### src/rtl/uhet_pkg.sv
// Shared constants for the serial channel event-timing block.
// Assumes one 40 MHz reference clock and synchronous host strobes.
// Notes on behaviour
// - Non-FIFO: holding loads one baud tick later
// - Baud clock is sixteen times bit rate
// - FIFO mode: data readable with no delay
// - Receive interrupt within two clocks after stop
// - Transmit starts 8 to 24 baud ticks later
// - Receive DMA ready within one clock after stop
// - Transmit DMA ready drops within 16 ticks
// - Servicing read clears interrupt within 70 ns
// - Transmit write clears interrupt within 70 ns
// - Transmit write reasserts DMA ready, 70 ns
// - Modem input change raises interrupt, 70 ns
package uhet_pkg;
	localparam int CLK_PERIOD_NS   = 25;                          // Reference clock period
	localparam int HOST_RESP_NS    = 70;                          // Longest strobe-to-output time
	localparam int HOST_RESP_CYC   = (HOST_RESP_NS / CLK_PERIOD_NS < 1) ? 1 : HOST_RESP_NS / CLK_PERIOD_NS;
	localparam int OVERSAMPLE      = 16;                          // Baud ticks per bit
	localparam int RX_MID_TICK     = 7;                           // Tick of bit centre
	localparam int TX_START_MIN    = 8;                           // Least ticks before transmit
	localparam int TX_START_MAX    = 24;                          // Most ticks before transmit
	localparam int TX_START_TICKS  = 16;                          // Chosen start delay
	localparam int FRAME_BITS      = 10;                          // Start, eight data, stop
	localparam logic [2:0] ADDR_RX_HOLD  = 3'h0;                  // Receive holding read
	localparam logic [2:0] ADDR_TX_HOLD  = 3'h0;                  // Transmit holding write
	localparam logic [2:0] ADDR_IRQ_ID   = 3'h2;                  // Interrupt ident read
	localparam logic [2:0] ADDR_LINE_ST  = 3'h5;                  // Line state read
	localparam logic [2:0] ADDR_MODEM_ST = 3'h6;                  // Modem state read
	localparam int IRQ_RX          = 0;                           // Enable bit positions
	localparam int IRQ_TX          = 1;
	localparam int IRQ_MODEM       = 3;
	localparam logic [3:0] ID_NONE  = 4'h1;                       // Ident codes, bit 0 = none pending
	localparam logic [3:0] ID_RX    = 4'h4;
	localparam logic [3:0] ID_TX    = 4'h2;
	localparam logic [3:0] ID_MODEM = 4'h0;
	typedef enum logic [1:0] {UHET_RX_IDLE, UHET_RX_START, UHET_RX_BITS} uhet_rx_state_t;
endpackage

### src/rtl/uhet_top.sv
// One serial channel: baud divider, 8N1 receiver and transmitter, and the
// interrupt and DMA-ready event timing seen by the host strobe bus.
// Assumes host strobes and address are synchronous to i_ref_clk.
module uhet_top
	import uhet_pkg::*;
#(
	parameter int DIV_W = 16                                      // Divisor width
) (
	input  wire logic             i_ref_clk,
	input  wire logic             i_reset,
	input  wire logic [DIV_W-1:0] i_divisor,
	input  wire logic             i_fifo_mode,
	input  wire logic [3:0]       i_irq_enable,
	input  wire logic             i_host_read_strobe,
	input  wire logic             i_host_write_strobe,
	input  wire logic [2:0]       i_host_addr,
	input  wire logic [7:0]       i_host_wdata,
	input  wire logic             i_rx_serial,
	input  wire logic [3:0]       i_modem_status,
	output logic [7:0]            o_host_rdata,
	output logic                  o_irq,
	output logic                  o_rx_dma_ready,
	output logic                  o_tx_dma_ready,
	output logic                  o_tx_serial
);
	// Tick counter is served up to 16 bits; refuse anything else at elaboration
	if (DIV_W < 1 || DIV_W > 16) begin : g_div_w_bad
		$error("DIV_W must be 1..16");
	end

	// Baud divider; zero divisor treated as one
	logic [DIV_W-1:0] div_cnt_r;
	logic             baud_tick;
	assign baud_tick = (div_cnt_r == '0);
	always_ff @(posedge i_ref_clk) begin
		if (i_reset || baud_tick) div_cnt_r <= (i_divisor == '0) ? '0 : i_divisor - 1'b1;
		else div_cnt_r <= div_cnt_r - 1'b1;
	end

	// Host strobe edges, one pulse per strobe
	logic rd_prev_r, wr_prev_r;
	logic rd_pulse, wr_pulse, rd_rx, rd_id, rd_modem, wr_tx;
	assign rd_pulse = i_host_read_strobe & ~rd_prev_r;
	assign wr_pulse = i_host_write_strobe & ~wr_prev_r;
	assign rd_rx    = rd_pulse && i_host_addr == ADDR_RX_HOLD;
	assign rd_id    = rd_pulse && i_host_addr == ADDR_IRQ_ID;
	assign rd_modem = rd_pulse && i_host_addr == ADDR_MODEM_ST;
	assign wr_tx    = wr_pulse && i_host_addr == ADDR_TX_HOLD;
	always_ff @(posedge i_ref_clk) begin
		rd_prev_r <= i_reset ? 1'b0 : i_host_read_strobe;
		wr_prev_r <= i_reset ? 1'b0 : i_host_write_strobe;
	end

	// Receiver: centre-sampled 8N1 on the 16x tick
	uhet_rx_state_t rx_state_r;
	logic [3:0]     rx_tick_r;                                    // Ticks within a bit
	logic [3:0]     rx_bit_r;                                     // Bits taken so far
	logic [7:0]     rx_shift_r;
	logic           rx_done;                                      // Stop bit sampled
	logic           rx_mid;
	assign rx_mid  = baud_tick && rx_tick_r == 4'(RX_MID_TICK);
	assign rx_done = rx_mid && rx_state_r == UHET_RX_BITS && rx_bit_r == 4'(FRAME_BITS - 2);
	always_ff @(posedge i_ref_clk) begin
		if (i_reset) begin
			rx_state_r <= UHET_RX_IDLE;
			rx_tick_r  <= 4'h0;
			rx_bit_r   <= 4'h0;
			rx_shift_r <= 8'h00;
		end else if (baud_tick) begin
			rx_tick_r <= rx_tick_r + 4'h1;
			case (rx_state_r)
				UHET_RX_IDLE: begin                                   // Wait for falling line
					rx_tick_r <= 4'h0;
					if (!i_rx_serial) rx_state_r <= UHET_RX_START;
				end
				UHET_RX_START: begin                                  // False start rejected at centre
					if (rx_mid) rx_state_r <= i_rx_serial ? UHET_RX_IDLE : UHET_RX_BITS;
					rx_bit_r <= 4'h0;
				end
				UHET_RX_BITS: begin
					if (rx_mid) begin
						if (rx_bit_r == 4'(FRAME_BITS - 2)) rx_state_r <= UHET_RX_IDLE;
						else rx_shift_r <= {i_rx_serial, rx_shift_r[7:1]};
						rx_bit_r <= rx_bit_r + 4'h1;
					end
				end
				default: rx_state_r <= UHET_RX_IDLE;
			endcase
		end
	end

	// Status and holding: status is set at once, the holding load may lag
	logic rx_avail_r, rx_load_pend_r, rx_pend_r;
	logic [7:0] rx_hold_r;
	always_ff @(posedge i_ref_clk) begin
		if (i_reset) begin
			rx_avail_r     <= 1'b0;
			rx_load_pend_r <= 1'b0;
			rx_pend_r      <= 1'b0;
			rx_hold_r      <= 8'h00;
		end else begin
			// Set wins over a read in the same cycle
			rx_avail_r <= rx_done | (rx_avail_r & ~rd_rx);
			rx_pend_r  <= rx_done | (rx_pend_r & ~rd_rx);
			if (rx_done && i_fifo_mode) rx_hold_r <= rx_shift_r;
			else if (rx_load_pend_r && baud_tick) rx_hold_r <= rx_shift_r;
			// Reading before this lands returns the old byte; host must wait a tick
			rx_load_pend_r <= (rx_done && !i_fifo_mode) | (rx_load_pend_r & ~baud_tick);
		end
	end

	// Transmitter: holding byte, start delay, 9-bit shifter
	logic       tx_full_r, tx_busy_r, tx_pend_r, tx_dma_r, tx_line_r;
	logic [4:0] tx_wait_r;                                        // Ticks since waiting began
	logic [3:0] tx_tick_r, tx_bit_r;
	logic [7:0] tx_hold_r;
	logic [8:0] tx_shift_r;
	logic       tx_start;
	// A write in the start cycle restarts the wait, so no start, flag or DMA drop then
	assign tx_start = baud_tick && tx_full_r && !tx_busy_r && !wr_tx && tx_wait_r == 5'(TX_START_TICKS - 1);
	always_ff @(posedge i_ref_clk) begin
		if (i_reset) begin
			tx_full_r <= 1'b0;
			tx_busy_r <= 1'b0;
			tx_wait_r <= 5'h00;
			tx_tick_r <= 4'h0;
			tx_bit_r  <= 4'h0;
			tx_hold_r <= 8'h00;
			tx_shift_r <= 9'h1ff;
			tx_line_r <= 1'b1;
		end else begin
			if (wr_tx) begin                                          // New byte restarts the wait
				tx_hold_r <= i_host_wdata;
				tx_full_r <= 1'b1;
				tx_wait_r <= 5'h00;
			end else if (tx_start) begin
				tx_full_r  <= 1'b0;
				tx_busy_r  <= 1'b1;
				tx_shift_r <= {1'b1, tx_hold_r};
				tx_line_r  <= 1'b0;
				tx_tick_r  <= 4'h0;
				tx_bit_r   <= 4'h0;
			end else if (baud_tick && tx_full_r && !tx_busy_r) tx_wait_r <= tx_wait_r + 5'h01;
			if (baud_tick && tx_busy_r) begin
				tx_tick_r <= tx_tick_r + 4'h1;
				if (tx_tick_r == 4'(OVERSAMPLE - 1)) begin           // Bit boundary
					tx_bit_r <= tx_bit_r + 4'h1;
					if (tx_bit_r == 4'(FRAME_BITS - 1)) tx_busy_r <= 1'b0;
					else begin
						tx_line_r  <= tx_shift_r[0];
						tx_shift_r <= {1'b1, tx_shift_r[8:1]};
					end
				end
			end
		end
	end

	// Transmit interrupt: event sets beat host clears; DMA ready: host write sets, transmit start clears
	always_ff @(posedge i_ref_clk) begin
		if (i_reset) begin
			tx_pend_r <= 1'b0;
			tx_dma_r  <= 1'b1;
		end else begin
			tx_pend_r <= tx_start | (tx_pend_r & ~wr_tx & ~(rd_id && !rx_pend_r));
			tx_dma_r  <= wr_tx | (tx_dma_r & ~tx_start);
		end
	end

	// Modem change detection; first flop after reset captures without a change
	logic [3:0] modem_prev_r, modem_delta_r;
	logic       modem_seen_r, modem_change;
	assign modem_change = modem_seen_r && (i_modem_status != modem_prev_r);
	always_ff @(posedge i_ref_clk) begin
		modem_prev_r <= i_reset ? 4'h0 : i_modem_status;
		modem_seen_r <= ~i_reset;
		if (i_reset) modem_delta_r <= 4'h0;
		else modem_delta_r <= (modem_change ? (i_modem_status ^ modem_prev_r) : 4'h0)
			| (rd_modem ? 4'h0 : modem_delta_r);
	end

	// Priority ident and output registers
	logic [3:0] pend_vec, id_code;
	logic [7:0] rdata_nxt;
	assign pend_vec  = {|modem_delta_r, 1'b0, tx_pend_r, rx_pend_r} & i_irq_enable;
	assign id_code   = pend_vec[IRQ_RX] ? ID_RX : pend_vec[IRQ_TX] ? ID_TX
		: pend_vec[IRQ_MODEM] ? ID_MODEM : ID_NONE;
	assign rdata_nxt = (i_host_addr == ADDR_RX_HOLD)  ? rx_hold_r
		: (i_host_addr == ADDR_IRQ_ID)   ? {4'h0, id_code}
		: (i_host_addr == ADDR_LINE_ST)  ? {1'b0, ~tx_full_r & ~tx_busy_r, ~tx_full_r, 4'h0, rx_avail_r}
		: (i_host_addr == ADDR_MODEM_ST) ? {i_modem_status, modem_delta_r} : 8'h00;
	always_ff @(posedge i_ref_clk) begin
		if (i_reset) begin
			o_host_rdata   <= 8'h00;
			o_irq          <= 1'b0;
			o_rx_dma_ready <= 1'b0;
			o_tx_dma_ready <= 1'b1;
			o_tx_serial    <= 1'b1;
		end else begin
			if (rd_pulse) o_host_rdata <= rdata_nxt;                  // Captured at strobe edge
			o_irq          <= |pend_vec;
			o_rx_dma_ready <= rx_done | (o_rx_dma_ready & ~rd_rx);
			o_tx_dma_ready <= tx_dma_r;
			o_tx_serial    <= tx_line_r;
		end
	end

	// Checks beside the logic
	localparam int RESP_CYC = HOST_RESP_CYC;                      // Strobe-to-output bound in clocks
	a_rx_irq_stop: assert property (@(posedge i_ref_clk) disable iff (i_reset)
		rx_done && i_irq_enable[IRQ_RX] |-> ##[1:2] o_irq) else $error("rx irq late");
	a_rx_dma_stop: assert property (@(posedge i_ref_clk) disable iff (i_reset)
		rx_done |=> o_rx_dma_ready) else $error("rx dma ready late");
	a_rx_hold_lag: assert property (@(posedge i_ref_clk) disable iff (i_reset)
		rx_load_pend_r && baud_tick && !rx_done |=> rx_hold_r == $past(rx_shift_r)) else $error("hold not loaded");
	a_rx_hold_fifo: assert property (@(posedge i_ref_clk) disable iff (i_reset)
		rx_done && i_fifo_mode |=> rx_hold_r == $past(rx_shift_r) && rx_avail_r) else $error("fifo load lag");
	a_tx_start_win: assert property (@(posedge i_ref_clk) disable iff (i_reset)
		tx_start |-> tx_wait_r + 5'h01 >= 5'(TX_START_MIN) && tx_wait_r < 5'(TX_START_MAX)) else $error("tx start window");
	a_tx_dma_drop: assert property (@(posedge i_ref_clk) disable iff (i_reset)
		tx_start && !wr_tx |-> ##2 !o_tx_dma_ready) else $error("tx dma not dropped");
	a_rd_clear_irq: assert property (@(posedge i_ref_clk) disable iff (i_reset)
		rd_rx && !rx_done |=> !rx_pend_r) else $error("read did not clear");
	a_wr_clear_irq: assert property (@(posedge i_ref_clk) disable iff (i_reset)
		wr_tx |=> !tx_pend_r) else $error("write did not clear");
	a_wr_dma_set: assert property (@(posedge i_ref_clk) disable iff (i_reset)
		wr_tx |-> ##RESP_CYC o_tx_dma_ready) else $error("tx dma not set");
	a_modem_irq: assert property (@(posedge i_ref_clk) disable iff (i_reset)
		modem_change && i_irq_enable[IRQ_MODEM] |-> ##2 o_irq) else $error("modem irq late");
	a_baud_div: assert property (@(posedge i_ref_clk) disable iff (i_reset)
		baud_tick && i_divisor > 1 && $stable(i_divisor) |=> !baud_tick) else $error("tick too often");
endmodule

### config.mk
export PLATFORM = sky130hd
export DESIGN_NAME = uhet_top
export DESIGN_NICKNAME = d
export VERILOG_FILES = /design/src/rtl/uhet_pkg.sv /design/src/rtl/uhet_top.sv
export SDC_FILE = /design/constraint.sdc
export NUM_CORES = 1
export LEC_CHECK = 0
export ABC_CLOCK_PERIOD_IN_PS = 3450
export BUFFER_PORTS_ARGS = -buffer_cell sky130_fd_sc_hd__buf_2
export CORE_UTILIZATION = 30
export DETAILED_ROUTE_END_ITERATION = 7
export MAX_ROUTING_LAYER = met4
export PLACE_DENSITY = 0.54
export SYNTH_ARGS = -nofsm -noshare
export SYNTH_HDL_FRONTEND = slang
export SYNTH_SLANG_ARGS = --single-unit
export TNS_END_PERCENT = 50
### constraint.sdc
create_clock -name i_ref_clk -period 3.45 [get_ports i_ref_clk]
set_input_delay 0.345 -clock i_ref_clk [delete_from_list [all_inputs] [get_ports i_ref_clk]]
set_output_delay 0.345 -clock i_ref_clk [all_outputs]
set_load 0.02 [all_outputs]
==> qor.log, run 1 <==
INFO  worst_hold_path hold_path_startpoint=i_host_wdata[3]
INFO  timing         final_period_minus_worst_setup_slack=2.64ns
INFO  synthesis      yosys_warnings=0
INFO  worst_setup_path criticalPathCategory=reg2reg
INFO  final_layout   finalNetCount=637
INFO  placed_design  gp_routability_congestion=0.859
INFO  worst_setup_path reg2reg_to=rx_shift_r[6]$_SDFFE_PP0P_
INFO  power          total_switching_power=0.000590W
INFO  worst_hold_path timing.hold.worst_path_depth=3
INFO  synthesis      synth_top_cell_by_area=sky130_fd_sc_hd__dfxtp_1
INFO  detailed_routing dr_total_vias=3939
INFO  power          power.clock.fraction=41.0%
INFO  run            cap_violations=0
INFO  grt            groute.usage.overall=14.2%
INFO  worst_hold_path hold_crit_path_type=in2reg
INFO  cts            ctsRootBufferMaster=sky130_fd_sc_hd__clkbuf_16
INFO  synthesis      synth_enable_flop_cells=0
INFO  worst_setup_path timing.critical_path.fanout_max=8
INFO  cts            clock_insertion_delay_worst_skew=0.35ns
INFO  cts            tritoncts_clock_tree=yes
INFO  synthesis      synthMostInstantiatedCell=sky130_fd_sc_hd__dfxtp_1
INFO  power          cellInternalPower=0.00190W
INFO  timing         post_route_fraction_of_the_period_consumed_by_the_critical_path=76.5%
INFO  power          sw_share=23.7%
INFO  synthesis      netlist.area_leader.share=44.0%
INFO  grt            grt_pass1_wl=17800µm
INFO  synthesis      synth.top_cells.by_count=103 x sky130_fd_sc_hd__dfxtp_1, 66 x sky130_fd_sc_hd__nand2_1, 64 x sky130_fd_sc_hd__nor2_1
INFO  final_layout   n_fill_cell=1580
INFO  final_layout   n_diodes=0
INFO  cts            clkSlewWorstSetupHoldPaths=0.07ns
INFO  cts            cts_repair_resize_count=0
INFO  cts            cts.repair_timing.setup_buffer_count=0
INFO  worst_hold_path hold_path_end=tx_hold_r[3]$_SDFFE_PP0P_
INFO  synthesis      dominantRegCellSynth=sky130_fd_sc_hd__dfxtp_1
INFO  grt            largest_net_degree_at_the_start_of_global_routing=75
INFO  floorplanning  chipHeight=127µm
INFO  worst_setup_path timing.reg2reg.setup_slack=0.81ns
INFO  detailed_routing detail-route-antenna-nets=0
INFO  power          power_density=457mW/mm²
INFO  timing         rsz0062_at_grt=false
INFO  synthesis      syn_inst_count=543
INFO  timing         number_of_slew_limit_violations_in_the_final_report=0
INFO  detailed_routing drt_pre_antenna_iters=4
INFO  grt            grt_pass1_vias=3883
INFO  timing         sum_of_negative_setup_slack=0ns
INFO  floorplanning  num_rows=45
INFO  power          irDropWorstVdd=242µV
INFO  timing         final_skew=0.00764ns
INFO  detailed_routing detail_route.wirelength=10400µm
INFO  power          comb_power_share=8.3%
INFO  worst_setup_path r2r-start=div_cnt_r[6]$_DFF_P_
INFO  worst_setup_path crit_arrival=2.84ns
INFO  timing         setup-violations-final=0
INFO  floorplanning  design.die.area=0.0161mm²
INFO  detailed_routing vias_per_cell=4.92
INFO  cts            cts-hold-fix-buffers=0
INFO  worst_setup_path cp-start-kind=flop
INFO  final_layout   area_delta_synth_final=16.0%
INFO  timing         finalHoldWorstSlack=0.227ns
INFO  synthesis      synth.net_count=596
INFO  detailed_routing starting_drt_drc_count=267
INFO  final_layout   drive_above_1_share=13.6%
INFO  synthesis      synth.yosys.seq_area_share=44.0%
INFO  placed_design  dp_hpwl=7470µm
INFO  worst_setup_path r2r_cells=5
INFO  floorplanning  die-width=127µm
INFO  timing         max_clock_freq=379MHz
INFO  floorplanning  floorplan.core_area=0.0153mm²
INFO  timing         hold_viol_final=0
INFO  cts            clockBufferDepth=2
INFO  timing         slew-limit-headroom=49.1%
INFO  grt            grt_antenna_before_repair=0
INFO  run_status     run_status=complete, no violations
INFO  timing         timing_worst_slew_pin_value=0.763ns
INFO  cts            cts_num_sinks=103
INFO  floorplanning  ios=53
INFO  floorplanning  start_util=30.7%
INFO  worst_setup_path worst_ep_required_time=3.65ns
INFO  cts            tritoncts_buffer_count=9
INFO  synthesis      ys_ff_latch=103
INFO  synthesis      synthesis.area_per_instance=8.64µm²
INFO  synthesis      synthDistinctLibCells=59
INFO  power          fraction_of_power_consumed_by_sequential_logic=50.7%
INFO  grt            overflow=0
INFO  placed_design  placement.io_buffers=51
INFO  worst_setup_path endpoint_type_of_the_worst_setup_path=flop
INFO  synthesis      synthesis.area=0.00469mm²
INFO  synthesis      ys_async_sr_fraction=0%
INFO  power          leak=1.95nW
INFO  detailed_routing routed_wire_length_per_instance=13.0µm
INFO  synthesis      post_synth_main_area_contributors=sky130_fd_sc_hd__dfxtp_1 44%, sky130_fd_sc_hd__nand2_1 5.3%, sky130_fd_sc_hd__nor2_1 5.1%
INFO  cts            ctsHtreeMaxLevel=3
INFO  detailed_routing detailed_route_drc_error_count=0
worst max path at each step:
stage / start / end / slack [ns] / depth (start not counted)
CTS: div_cnt_r[2]$_DFF_P_ / rx_shift_r[6]$_SDFFE_PP0P_ / 0.78 / 5
floorplan: div_cnt_r[6]$_DFF_P_ / rx_shift_r[3]$_SDFFE_PP0P_ / 1.12 / 6
finish: div_cnt_r[6]$_DFF_P_ / rx_shift_r[6]$_SDFFE_PP0P_ / 0.81 / 5
global route: div_cnt_r[2]$_DFF_P_ / rx_shift_r[6]$_SDFFE_PP0P_ / 0.59 / 5
detailed placement: div_cnt_r[6]$_DFF_P_ / rx_shift_r[6]$_SDFFE_PP0P_ / 0.80 / 5
global placement: div_cnt_r[6]$_DFF_P_ / rx_shift_r[3]$_SDFFE_PP0P_ / 0.86 / 5
metrics by stage:
stage	cell area, µm²	worst slack (ns)	power [W]	util [%]	instances
2_1_floorplan	4690	1.12	0.00142	-	543
3_3_place_gp	5140	0.860	0.00149	33.7	784
3_5_place_dp	5140	0.802	0.00149	33.7	784
4_1_cts	5440	0.782	0.00253	35.7	800
5_1_grt	5440	0.594	0.00260	35.7	800
6_report	5440	0.811	0.00249	35.7	800
sequential cells by signal, indices dropped and copies added (netlist names), 2 cells and up:
register       count
div_cnt_r         16
modem_delta_r      4
modem_prev_r       4
o_host_rdata       8
rx_bit_r           4
rx_hold_r          8
rx_shift_r         8
rx_state_r         2
rx_tick_r          4
tx_bit_r           4
tx_hold_r          8
tx_shift_r         9
tx_tick_r          4
tx_wait_r          5
layout make-up:
class	count	area [µm²]	area share [%]
Timing Repair Buffer	56	293	5.38
Inverter	13	48.8	0.897
Multi-Input combinational cell	401	2470	45.5
Clock buffer	11	243	4.46
Sequential cell	103	2060	37.9
Clock inverter	5	57.6	1.06
Tap cell	211	264	4.85
kinds of logic (layout without fill, tap and decap cells):
family / after synthesis / count (layout) / share of synthesized area, %
AOI/OAI and AO/OA: 99 / 99 / 14.0
buffers and inverters: 39 / 85 / 3.28
and+or+nand+nor: 237 / 237 / 25.2
muxes: 18 / 18 / 3.89
DFF: 103 / 103 / 44.0
adders and majority gates: 12 / 12 / 3.20
xor gates and xnor gates: 35 / 35 / 6.53
per-layer routing:
layer / up-vias / wire [µm] / part of all wire [%] / track usage, %
li1: 2022 / - / - / -
met1: 1829 / 5030 / 48 / 16.2
met2: 80 / 4880 / 47 / 23.9
met3: 8 / 403 / 3.9 / 4.27
met4: 0 / 127 / 1.2 / 4.13
met5: - / 0 / 0 / -
power by group through the flow:
stage / registers, W / clock network, W / logic (W)
6_report: 0.00126 / 0.00102 / 0.000206
3_3_place_gp: 0.00129 / 0 / 0.000202
4_1_cts: 0.00126 / 0.00106 / 0.000207
2_1_floorplan: 0.00129 / 0 / 0.000136
3_5_place_dp: 0.00129 / 0 / 0.000206
5_1_grt: 0.00127 / 0.00110 / 0.000233
cell usage in the layout (no fill, tap or decap), types with 3 or more instances in the layout:
master,instances
sky130_fd_sc_hd__dfxtp_1,103
sky130_fd_sc_hd__nand2_1,66
sky130_fd_sc_hd__nor2_1,64
sky130_fd_sc_hd__buf_2,51
sky130_fd_sc_hd__a21oi_1,32
sky130_fd_sc_hd__nand3_1,20
sky130_fd_sc_hd__xor2_1,18
sky130_fd_sc_hd__o22ai_1,18
sky130_fd_sc_hd__xnor2_1,17
sky130_fd_sc_hd__nor3_1,16
sky130_fd_sc_hd__mux2i_1,16
sky130_fd_sc_hd__inv_1,12
sky130_fd_sc_hd__ha_1,12
sky130_fd_sc_hd__nor2b_1,11
sky130_fd_sc_hd__or3_1,10
sky130_fd_sc_hd__clkbuf_16,9
sky130_fd_sc_hd__or4_1,8
sky130_fd_sc_hd__o21ai_0,8
sky130_fd_sc_hd__a32oi_1,8
sky130_fd_sc_hd__nor4_1,6
sky130_fd_sc_hd__nand4_1,6
sky130_fd_sc_hd__nand3b_1,6
sky130_fd_sc_hd__a22oi_1,6
sky130_fd_sc_hd__a211oi_1,5
sky130_fd_sc_hd__buf_4,5
sky130_fd_sc_hd__and2_1,3
sky130_fd_sc_hd__and3b_1,3
sky130_fd_sc_hd__nand2b_1,3
sky130_fd_sc_hd__a222oi_1,3
worst max-delay path: stages (launching register included):
cell,delay (ns)
sky130_fd_sc_hd__dfxtp_1,0.35
sky130_fd_sc_hd__or4_4,0.59
sky130_fd_sc_hd__or3_1,0.52
sky130_fd_sc_hd__nor4_4,0.72
sky130_fd_sc_hd__mux2i_1,0.25
sky130_fd_sc_hd__nor2_1,0.05
No activity file was read; power rests on OpenSTA's default activity.
==> run 2, diff against run 1 <==
--- a/config.mk
+++ b/config.mk
@@ -5,7 +5,7 @@
 export SDC_FILE = /design/constraint.sdc
 export NUM_CORES = 1
 export LEC_CHECK = 0
-export ABC_CLOCK_PERIOD_IN_PS = 3450
+export ABC_CLOCK_PERIOD_IN_PS = 2600
 export BUFFER_PORTS_ARGS = -buffer_cell sky130_fd_sc_hd__buf_2
 export CORE_UTILIZATION = 30
 export DETAILED_ROUTE_END_ITERATION = 7
==> constraint.sdc (replaced) <==
create_clock -name i_ref_clk -period 2.6 [get_ports i_ref_clk]
set_input_delay 0.26 -clock i_ref_clk [delete_from_list [all_inputs] [get_ports i_ref_clk]]
set_output_delay 0.26 -clock i_ref_clk [all_outputs]
set_load 0.02 [all_outputs]
==> run 2 against run 1 <==
Routed wire length up 1.6%. Fmax up 10%. Critical path type unchanged. Final cell count up 1.3%. Critical endpoint is now tx_shift_r[2]$_SDFF_PP1_. Clock-buffer cell count up 1. Largest cell class unchanged. Flip-flop and latch count unchanged. Cell area up 1.4%. Core utilization up 0.52 points. Worst hold slack worse by 0.085 ns. Sequential power up 33%. Global-route usage up 0.36 points. Sequential share of layout area down 0.54 points. Power up 32%.
==> qor.log, run 2 (synthesis results as in run 1) <==
INFO  run_status     run_status=complete, no violations [unchanged]
INFO  timing         max_clock_freq=417MHz [was 379 MHz]
INFO  worst_setup_path cp-start-kind=flop [unchanged]
INFO  power          comb_power_share=8.5% [was 8.3%]
INFO  detailed_routing vias_per_cell=4.87 [was 4.92]
INFO  detailed_routing detailed_route_drc_error_count=0 [unchanged]
INFO  floorplanning  chipHeight=127µm [unchanged]
INFO  power          fraction_of_power_consumed_by_sequential_logic=50.9% [was 50.7%]
INFO  final_layout   final_design_utilization=36.2% [was 35.7%]
INFO  final_layout   biggestRegsByFlops=div_cnt_r (16), tx_shift_r (9) [unchanged]
INFO  worst_setup_path crit_chain=or4_4, nand4b_1, buf_12, or3_1, nand2_1, a32oi_1 [was or4_4, or3_1, nor4_4, mux2i_1, nor2_1]
INFO  cts            cts-hold-fix-buffers=0 [unchanged]
INFO  cts            cts.repair_timing.setup_buffer_count=0 [unchanged]
INFO  floorplanning  start_util=30.7% [unchanged]
INFO  power          total_switching_power=0.000787W [was 0.000590 W]
INFO  grt            largest_net_degree_at_the_start_of_global_routing=50 [was 75]
INFO  final_layout   area_delta_synth_final=17.7% [was 16.0%]
INFO  power          irDropWorstVdd=313µV [was 242 µV]
INFO  grt            overflow=0 [unchanged]
INFO  final_layout   most-common-layout-cells=103 x sky130_fd_sc_hd__dfxtp_1, 66 x sky130_fd_sc_hd__nand2_1, 64 x sky130_fd_sc_hd__nor2_1 [unchanged]
INFO  worst_setup_path criticalPathCategory=reg2reg [unchanged]
INFO  worst_setup_path timing.critical_path.fanout_max=23 [was 8]
INFO  floorplanning  ios=53 [unchanged]
INFO  power          power_density=596mW/mm² [was 457 mW/mm²]
INFO  detailed_routing detail-route-antenna-nets=0 [unchanged]
INFO  worst_setup_path worst_ep_required_time=2.80ns [was 3.65 ns]
INFO  grt            grt_pass1_vias=3759 [was 3883]
INFO  timing         final_period_minus_worst_setup_slack=2.40ns [was 2.64 ns]
INFO  final_layout   finalNetCount=647 [was 637]
INFO  detailed_routing drt_pre_antenna_iters=5 [was 4]
INFO  cts            tritoncts_clock_tree=yes [unchanged]
INFO  timing         post_route_fraction_of_the_period_consumed_by_the_critical_path=92.1% [was 76.5%]
INFO  final_layout   post_route_standard_cell_area_excluding_fillers=0.00552mm² [was 0.00544 mm²]
INFO  floorplanning  floorplan.core_area=0.0153mm² [unchanged]
INFO  detailed_routing starting_drt_drc_count=215 [was 267]
INFO  final_layout   n_diodes=0 [unchanged]
INFO  worst_setup_path crit_arrival=2.59ns [was 2.84 ns]
INFO  floorplanning  die-width=127µm [unchanged]
INFO  detailed_routing routed_wire_length_per_instance=13.1µm [was 13.0 µm]
INFO  worst_setup_path slowest_stage=sky130_fd_sc_hd__or3_1 [was sky130_fd_sc_hd__nor4_4]
INFO  grt            groute.usage.overall=14.5% [was 14.2%]
INFO  final_layout   n_fill_cell=1586 [was 1580]
INFO  placed_design  dp_hpwl=7790µm [was 7470 µm]
INFO  timing         slew-limit-headroom=52.0% [was 49.1%]
INFO  cts            clock_insertion_delay_worst_skew=0.34ns [was 0.35 ns]
INFO  detailed_routing detail_route.wirelength=10600µm [was 10400 µm]
INFO  grt            grt_antenna_before_repair=0 [unchanged]
INFO  timing         sum_of_negative_setup_slack=0ns [unchanged]
INFO  power          sw_share=23.9% [was 23.7%]
INFO  worst_setup_path endpoint_type_of_the_worst_setup_path=flop [unchanged]
INFO  cts            clockBufferDepth=2 [unchanged]
INFO  final_layout   layout_commonest_cell=sky130_fd_sc_hd__dfxtp_1 [unchanged]
INFO  detailed_routing dr_total_vias=3943 [was 3939]
INFO  placed_design  placement.io_buffers=51 [unchanged]
INFO  placed_design  post_dp_cell_area=0.00523mm² [was 0.00514 mm²]
INFO  cts            ctsHtreeMaxLevel=3 [unchanged]
INFO  run            cap_violations=0 [unchanged]
INFO  final_layout   top_register=div_cnt_r [unchanged]
INFO  cts            ctsRootBufferMaster=sky130_fd_sc_hd__clkbuf_16 [unchanged]
INFO  timing         setup-violations-final=0 [unchanged]
INFO  cts            cts_num_sinks=103 [unchanged]
INFO  final_layout   largest_register_ff_count=16 [unchanged]
INFO  power          power.clock.fraction=40.6% [was 41.0%]
INFO  floorplanning  design.die.area=0.0161mm² [unchanged]
INFO  power          design_power_total=0.00329W [was 0.00249 W]
INFO  floorplanning  num_rows=45 [unchanged]
INFO  timing         hold_viol_final=0 [unchanged]
INFO  timing         rsz0062_at_grt=false [unchanged]
INFO  worst_setup_path max_stage_delay=0.60ns [was 0.72 ns]
INFO  grt            grt_pass1_wl=18200µm [was 17800 µm]
INFO  placed_design  gp_routability_congestion=0.850 [was 0.859]
INFO  cts            tritoncts_buffer_count=9 [unchanged]
INFO  worst_hold_path hold_crit_path_type=in2reg [unchanged]
INFO  power          leak=2.00nW [was 1.95 nW]
INFO  timing         finalHoldWorstSlack=0.143ns [was 0.227 ns]
INFO  timing         number_of_slew_limit_violations_in_the_final_report=0 [unchanged]
INFO  timing         timing_worst_slew_pin_value=0.714ns [was 0.763 ns]
INFO  timing         final_skew=0.00624ns [was 0.00764 ns]
INFO  final_layout   drive_above_1_share=14.7% [was 13.6%]
INFO  cts            clkSlewWorstSetupHoldPaths=0.07ns [about the same]
INFO  power          cellInternalPower=0.00250W [was 0.00190 W]
INFO  cts            cts_repair_resize_count=0 [unchanged]
## run 2: cell count changes in the layout (fill, tap and decap cells not counted)
cell / before / now
sky130_fd_sc_hd__clkbuf_1: 1 / 3
sky130_fd_sc_hd__inv_6: 0 / 1
sky130_fd_sc_hd__buf_4: 5 / 14
sky130_fd_sc_hd__clkbuf_8: 1 / 0
sky130_fd_sc_hd__buf_12: 0 / 1
sky130_fd_sc_hd__clkinv_4: 2 / 1
sky130_fd_sc_hd__clkinv_2: 2 / 0
sky130_fd_sc_hd__clkinvlp_4: 0 / 1
## run 2: cell type report
cell class                 instances  area [µm²]  share of cell area [%]
inverter                          13        48.8                   0.884
sequential                       103        2060                    37.3
tap                              211         264                    4.78
clock inverter                     4        55.1                   0.997
multi-input combinational        401        2470                    44.8
timing repair buffer              66         380                    6.89
clock buffer                      12         236                    4.28
## run 2: critical path, delay by kind of cell (launching register included)
kind | cells | cell delay, ns
compound gates | 1 | 0.11
buf+inv | 1 | 0.21
flops | 1 | 0.35
simple gates | 4 | 1.59
## run 2: layer usage
metal / GRT usage (%) / up-vias / part of all wire, %
met5: - / - / 0
met2: 23.3 / 72 / 46
li1: - / 2030 / -
met1: 18.2 / 1831 / 49
met3: 2.18 / 10 / 3.2
met4: 6.51 / 0 / 1.8
## run 2: final timing paths
kind / start / endpoint / slack [ns] / depth (start not counted)
max: div_cnt_r[6]$_DFF_P_ / tx_shift_r[2]$_SDFF_PP1_ / 0.20 / 6
min: i_fifo_mode / rx_load_pend_r$_SDFF_PP0_ / 0.14 / 2
max reg2reg: div_cnt_r[6]$_DFF_P_ / tx_shift_r[2]$_SDFF_PP1_ / 0.20 / 6
min reg2reg: tx_dma_r$_SDFF_PP1_ / tx_dma_r$_SDFF_PP1_ / 0.45 / 1
## run 2: power groups by stage
stage / combinational, W / clock [W] / sequential [W]
finish: 0.000280 / 0.00134 / 0.00167
global route: 0.000316 / 0.00145 / 0.00168
CTS: 0.000283 / 0.00140 / 0.00167
detailed placement: 0.000280 / 0 / 0.00171
global placement: 0.000275 / 0 / 0.00171
floorplan: 0.000180 / 0 / 0.00171
## run 2: stage by stage
| stage | std cells | setup slack [ns] |
|---|---|---|
| global placement | 794 | 0.231 |
| finish | 810 | 0.205 |
| CTS | 810 | 0.166 |
| detailed placement | 794 | 0.174 |
| global route | 810 | 0.0420 |
| floorplan | 543 | 0.269 |
==> run 3, diff against run 2 <==
==> constraint.sdc (replaced) <==
create_clock -name i_ref_clk -period 2.6 [get_ports i_ref_clk]
set_input_delay 0.52 -clock i_ref_clk [delete_from_list [all_inputs] [get_ports i_ref_clk]]
set_output_delay 0.52 -clock i_ref_clk [all_outputs]
set_load 0.02 [all_outputs]
==> run 3 against run 2 <==
Clock skew is 0.0021 ns higher. Final cell count did not move. Combinational power about the same. Critical path depth is the same. Largest cell class unchanged. Sequential power hardly changed. Critical path type unchanged.
==> qor.log, run 3 (synthesis results as in run 1) <==
INFO  detailed_routing dr_total_vias=3946 [was 3943]
INFO  floorplanning  die-width=127µm [unchanged]
INFO  floorplanning  floorplan.core_area=0.0153mm² [unchanged]
INFO  worst_setup_path endpoint_type_of_the_worst_setup_path=flop [unchanged]
INFO  timing         final_period_minus_worst_setup_slack=2.40ns [about the same]
INFO  grt            groute.usage.overall=14.2% [was 14.5%]
INFO  grt            grt_antenna_before_repair=0 [unchanged]
INFO  power          irDropWorstVdd=320µV [was 313 µV]
INFO  detailed_routing drt_pre_antenna_iters=5 [unchanged]
INFO  final_layout   post_route_standard_cell_area_excluding_fillers=0.00554mm² [was 0.00552 mm²]
INFO  worst_setup_path crit_arrival=2.61ns [was 2.59 ns]
INFO  final_layout   largest_register_ff_count=16 [unchanged]
INFO  run_status     run_status=complete, no violations [unchanged]
INFO  cts            cts.repair_timing.setup_buffer_count=0 [unchanged]
INFO  power          power_density=602mW/mm² [was 596 mW/mm²]
INFO  timing         max_clock_freq=416MHz [was 417 MHz]
INFO  worst_setup_path cp-start-kind=flop [unchanged]
INFO  timing         number_of_slew_limit_violations_in_the_final_report=0 [unchanged]
INFO  floorplanning  ios=53 [unchanged]
INFO  placed_design  placed_cells_incl_taps=794 [unchanged]
INFO  cts            cts_num_sinks=103 [unchanged]
INFO  detailed_routing detailed_route_drc_error_count=0 [unchanged]
INFO  floorplanning  num_rows=45 [unchanged]
INFO  detailed_routing starting_drt_drc_count=213 [was 215]
INFO  timing         slew-limit-headroom=54.2% [was 52.0%]
INFO  worst_hold_path hold_crit_path_type=in2reg [unchanged]
INFO  placed_design  post_dp_cell_area=0.00523mm² [unchanged]
INFO  cts            cts_repair_resize_count=0 [unchanged]
INFO  final_layout   layout_commonest_cell=sky130_fd_sc_hd__dfxtp_1 [unchanged]
INFO  timing         final_skew=0.00834ns [was 0.00624 ns]
INFO  power          leak=2.01nW [was 2.00 nW]
INFO  timing         rsz0062_at_grt=false [unchanged]
INFO  placed_design  dp_hpwl=7540µm [was 7790 µm]
INFO  floorplanning  design.die.area=0.0161mm² [unchanged]
INFO  cts            tritoncts_buffer_count=9 [unchanged]
INFO  worst_setup_path timing.critical_path.fanout_max=23 [unchanged]
INFO  final_layout   area_delta_synth_final=18.1% [was 17.7%]
INFO  cts            ctsHtreeMaxLevel=3 [unchanged]
INFO  detailed_routing detail_route.wirelength=10200µm [was 10600 µm]
INFO  cts            clkSlewWorstSetupHoldPaths=0.07ns [about the same]
INFO  final_layout   most-common-layout-cells=103 x sky130_fd_sc_hd__dfxtp_1, 66 x sky130_fd_sc_hd__nand2_1, 64 x sky130_fd_sc_hd__nor2_1 [unchanged]
INFO  final_layout   drive_above_1_share=15.2% [was 14.7%]
INFO  final_layout   finalNetCount=647 [unchanged]
INFO  timing         sum_of_negative_setup_slack=0ns [unchanged]
INFO  worst_setup_path criticalPathCategory=reg2reg [unchanged]
INFO  cts            tritoncts_clock_tree=yes [unchanged]
INFO  cts            clockBufferDepth=2 [unchanged]
INFO  grt            grt_pass1_wl=17900µm [was 18200 µm]
INFO  timing         timing_worst_slew_pin_value=0.681ns [was 0.714 ns]
INFO  timing         post_route_fraction_of_the_period_consumed_by_the_critical_path=92.4% [was 92.1%]
INFO  final_layout   n_diodes=0 [unchanged]
INFO  detailed_routing detail-route-antenna-nets=0 [unchanged]
INFO  placed_design  placement.io_buffers=51 [unchanged]
INFO  detailed_routing vias_per_cell=4.87 [about the same]
INFO  floorplanning  chipHeight=127µm [unchanged]
INFO  timing         setup-violations-final=0 [unchanged]
INFO  worst_setup_path worst_ep_required_time=2.81ns [was 2.80 ns]
INFO  timing         hold_viol_final=0 [unchanged]
INFO  cts            clock_insertion_delay_worst_skew=0.36ns [was 0.34 ns]
INFO  run            cap_violations=0 [unchanged]
INFO  final_layout   top_register=div_cnt_r [unchanged]
INFO  grt            largest_net_degree_at_the_start_of_global_routing=49 [was 50]
INFO  cts            ctsRootBufferMaster=sky130_fd_sc_hd__clkbuf_16 [unchanged]
INFO  final_layout   final_non_filler_cell_total=810 [unchanged]
INFO  floorplanning  start_util=30.7% [unchanged]
INFO  placed_design  gp_routability_congestion=0.832 [was 0.850]
INFO  detailed_routing routed_wire_length_per_instance=12.6µm [was 13.1 µm]
INFO  final_layout   biggestRegsByFlops=div_cnt_r (16), tx_shift_r (9) [unchanged]
INFO  grt            grt_pass1_vias=3777 [was 3759]
INFO  grt            overflow=0 [unchanged]
INFO  cts            cts-hold-fix-buffers=0 [unchanged]
INFO  final_layout   final_design_utilization=36.3% [was 36.2%]
## run 3: power breakdown
part / switching [W] / internal, W
Clock: 0.000603 / 0.000777
Sequential: 0.0000447 / 0.00163
Combinational: 0.000158 / 0.000124
## run 3: routing by layer
layer | GRT usage, % | part of all wire, % | vias to the layer above
li1 | - | - | 2037
met1 | 17.8 | 49 | 1821
met2 | 22.1 | 45 | 75
met3 | 3.10 | 4.1 | 13
met4 | 5.95 | 1.7 | 0
met5 | - | 0 | -
## run 3: cell type report
class / count / area [µm²]
Tap cell: 211 / 264
Clock inverter: 6 / 68.8
Multi-Input combinational cell: 401 / 2470
Clock buffer: 10 / 239
Inverter: 13 / 48.8
Fill cell: 1578 / 9720
Timing Repair Buffer: 66 / 380
Sequential cell: 103 / 2060
## run 3: through the flow
stage,power [W],setup WS [ns],hold slack [ns]
3_5_place_dp,0.00199,0.0818,0.435
6_report,0.00334,0.198,0.384
3_3_place_gp,0.00199,0.168,0.428
4_1_cts,0.00338,0.184,0.371
5_1_grt,0.00349,0.0468,0.389
2_1_floorplan,0.00189,0.269,0.414
## run 3: final timing paths
path,startpoint,endpoint,depth (start not counted),slack (ns)
worst min register to register,o_host_rdata[1]$_SDFFE_PP0P_,o_host_rdata[1]$_SDFFE_PP0P_,2,0.45
worst max-delay path,div_cnt_r[6]$_DFF_P_,tx_shift_r[6]$_SDFF_PP1_,6,0.20
worst min-delay path,i_fifo_mode,rx_load_pend_r$_SDFF_PP0_,2,0.38
worst max register to register,div_cnt_r[6]$_DFF_P_,tx_shift_r[6]$_SDFF_PP1_,6,0.20
## run 3: critical path, cell delays in order (launching register included)
cell and delay [ns]:
sky130_fd_sc_hd__dfxtp_1 0.34, sky130_fd_sc_hd__or4_4 0.58, sky130_fd_sc_hd__nand4b_1 0.26, sky130_fd_sc_hd__buf_12 0.21
sky130_fd_sc_hd__or3_1 0.60, sky130_fd_sc_hd__nand2_1 0.16, sky130_fd_sc_hd__a32oi_1 0.10
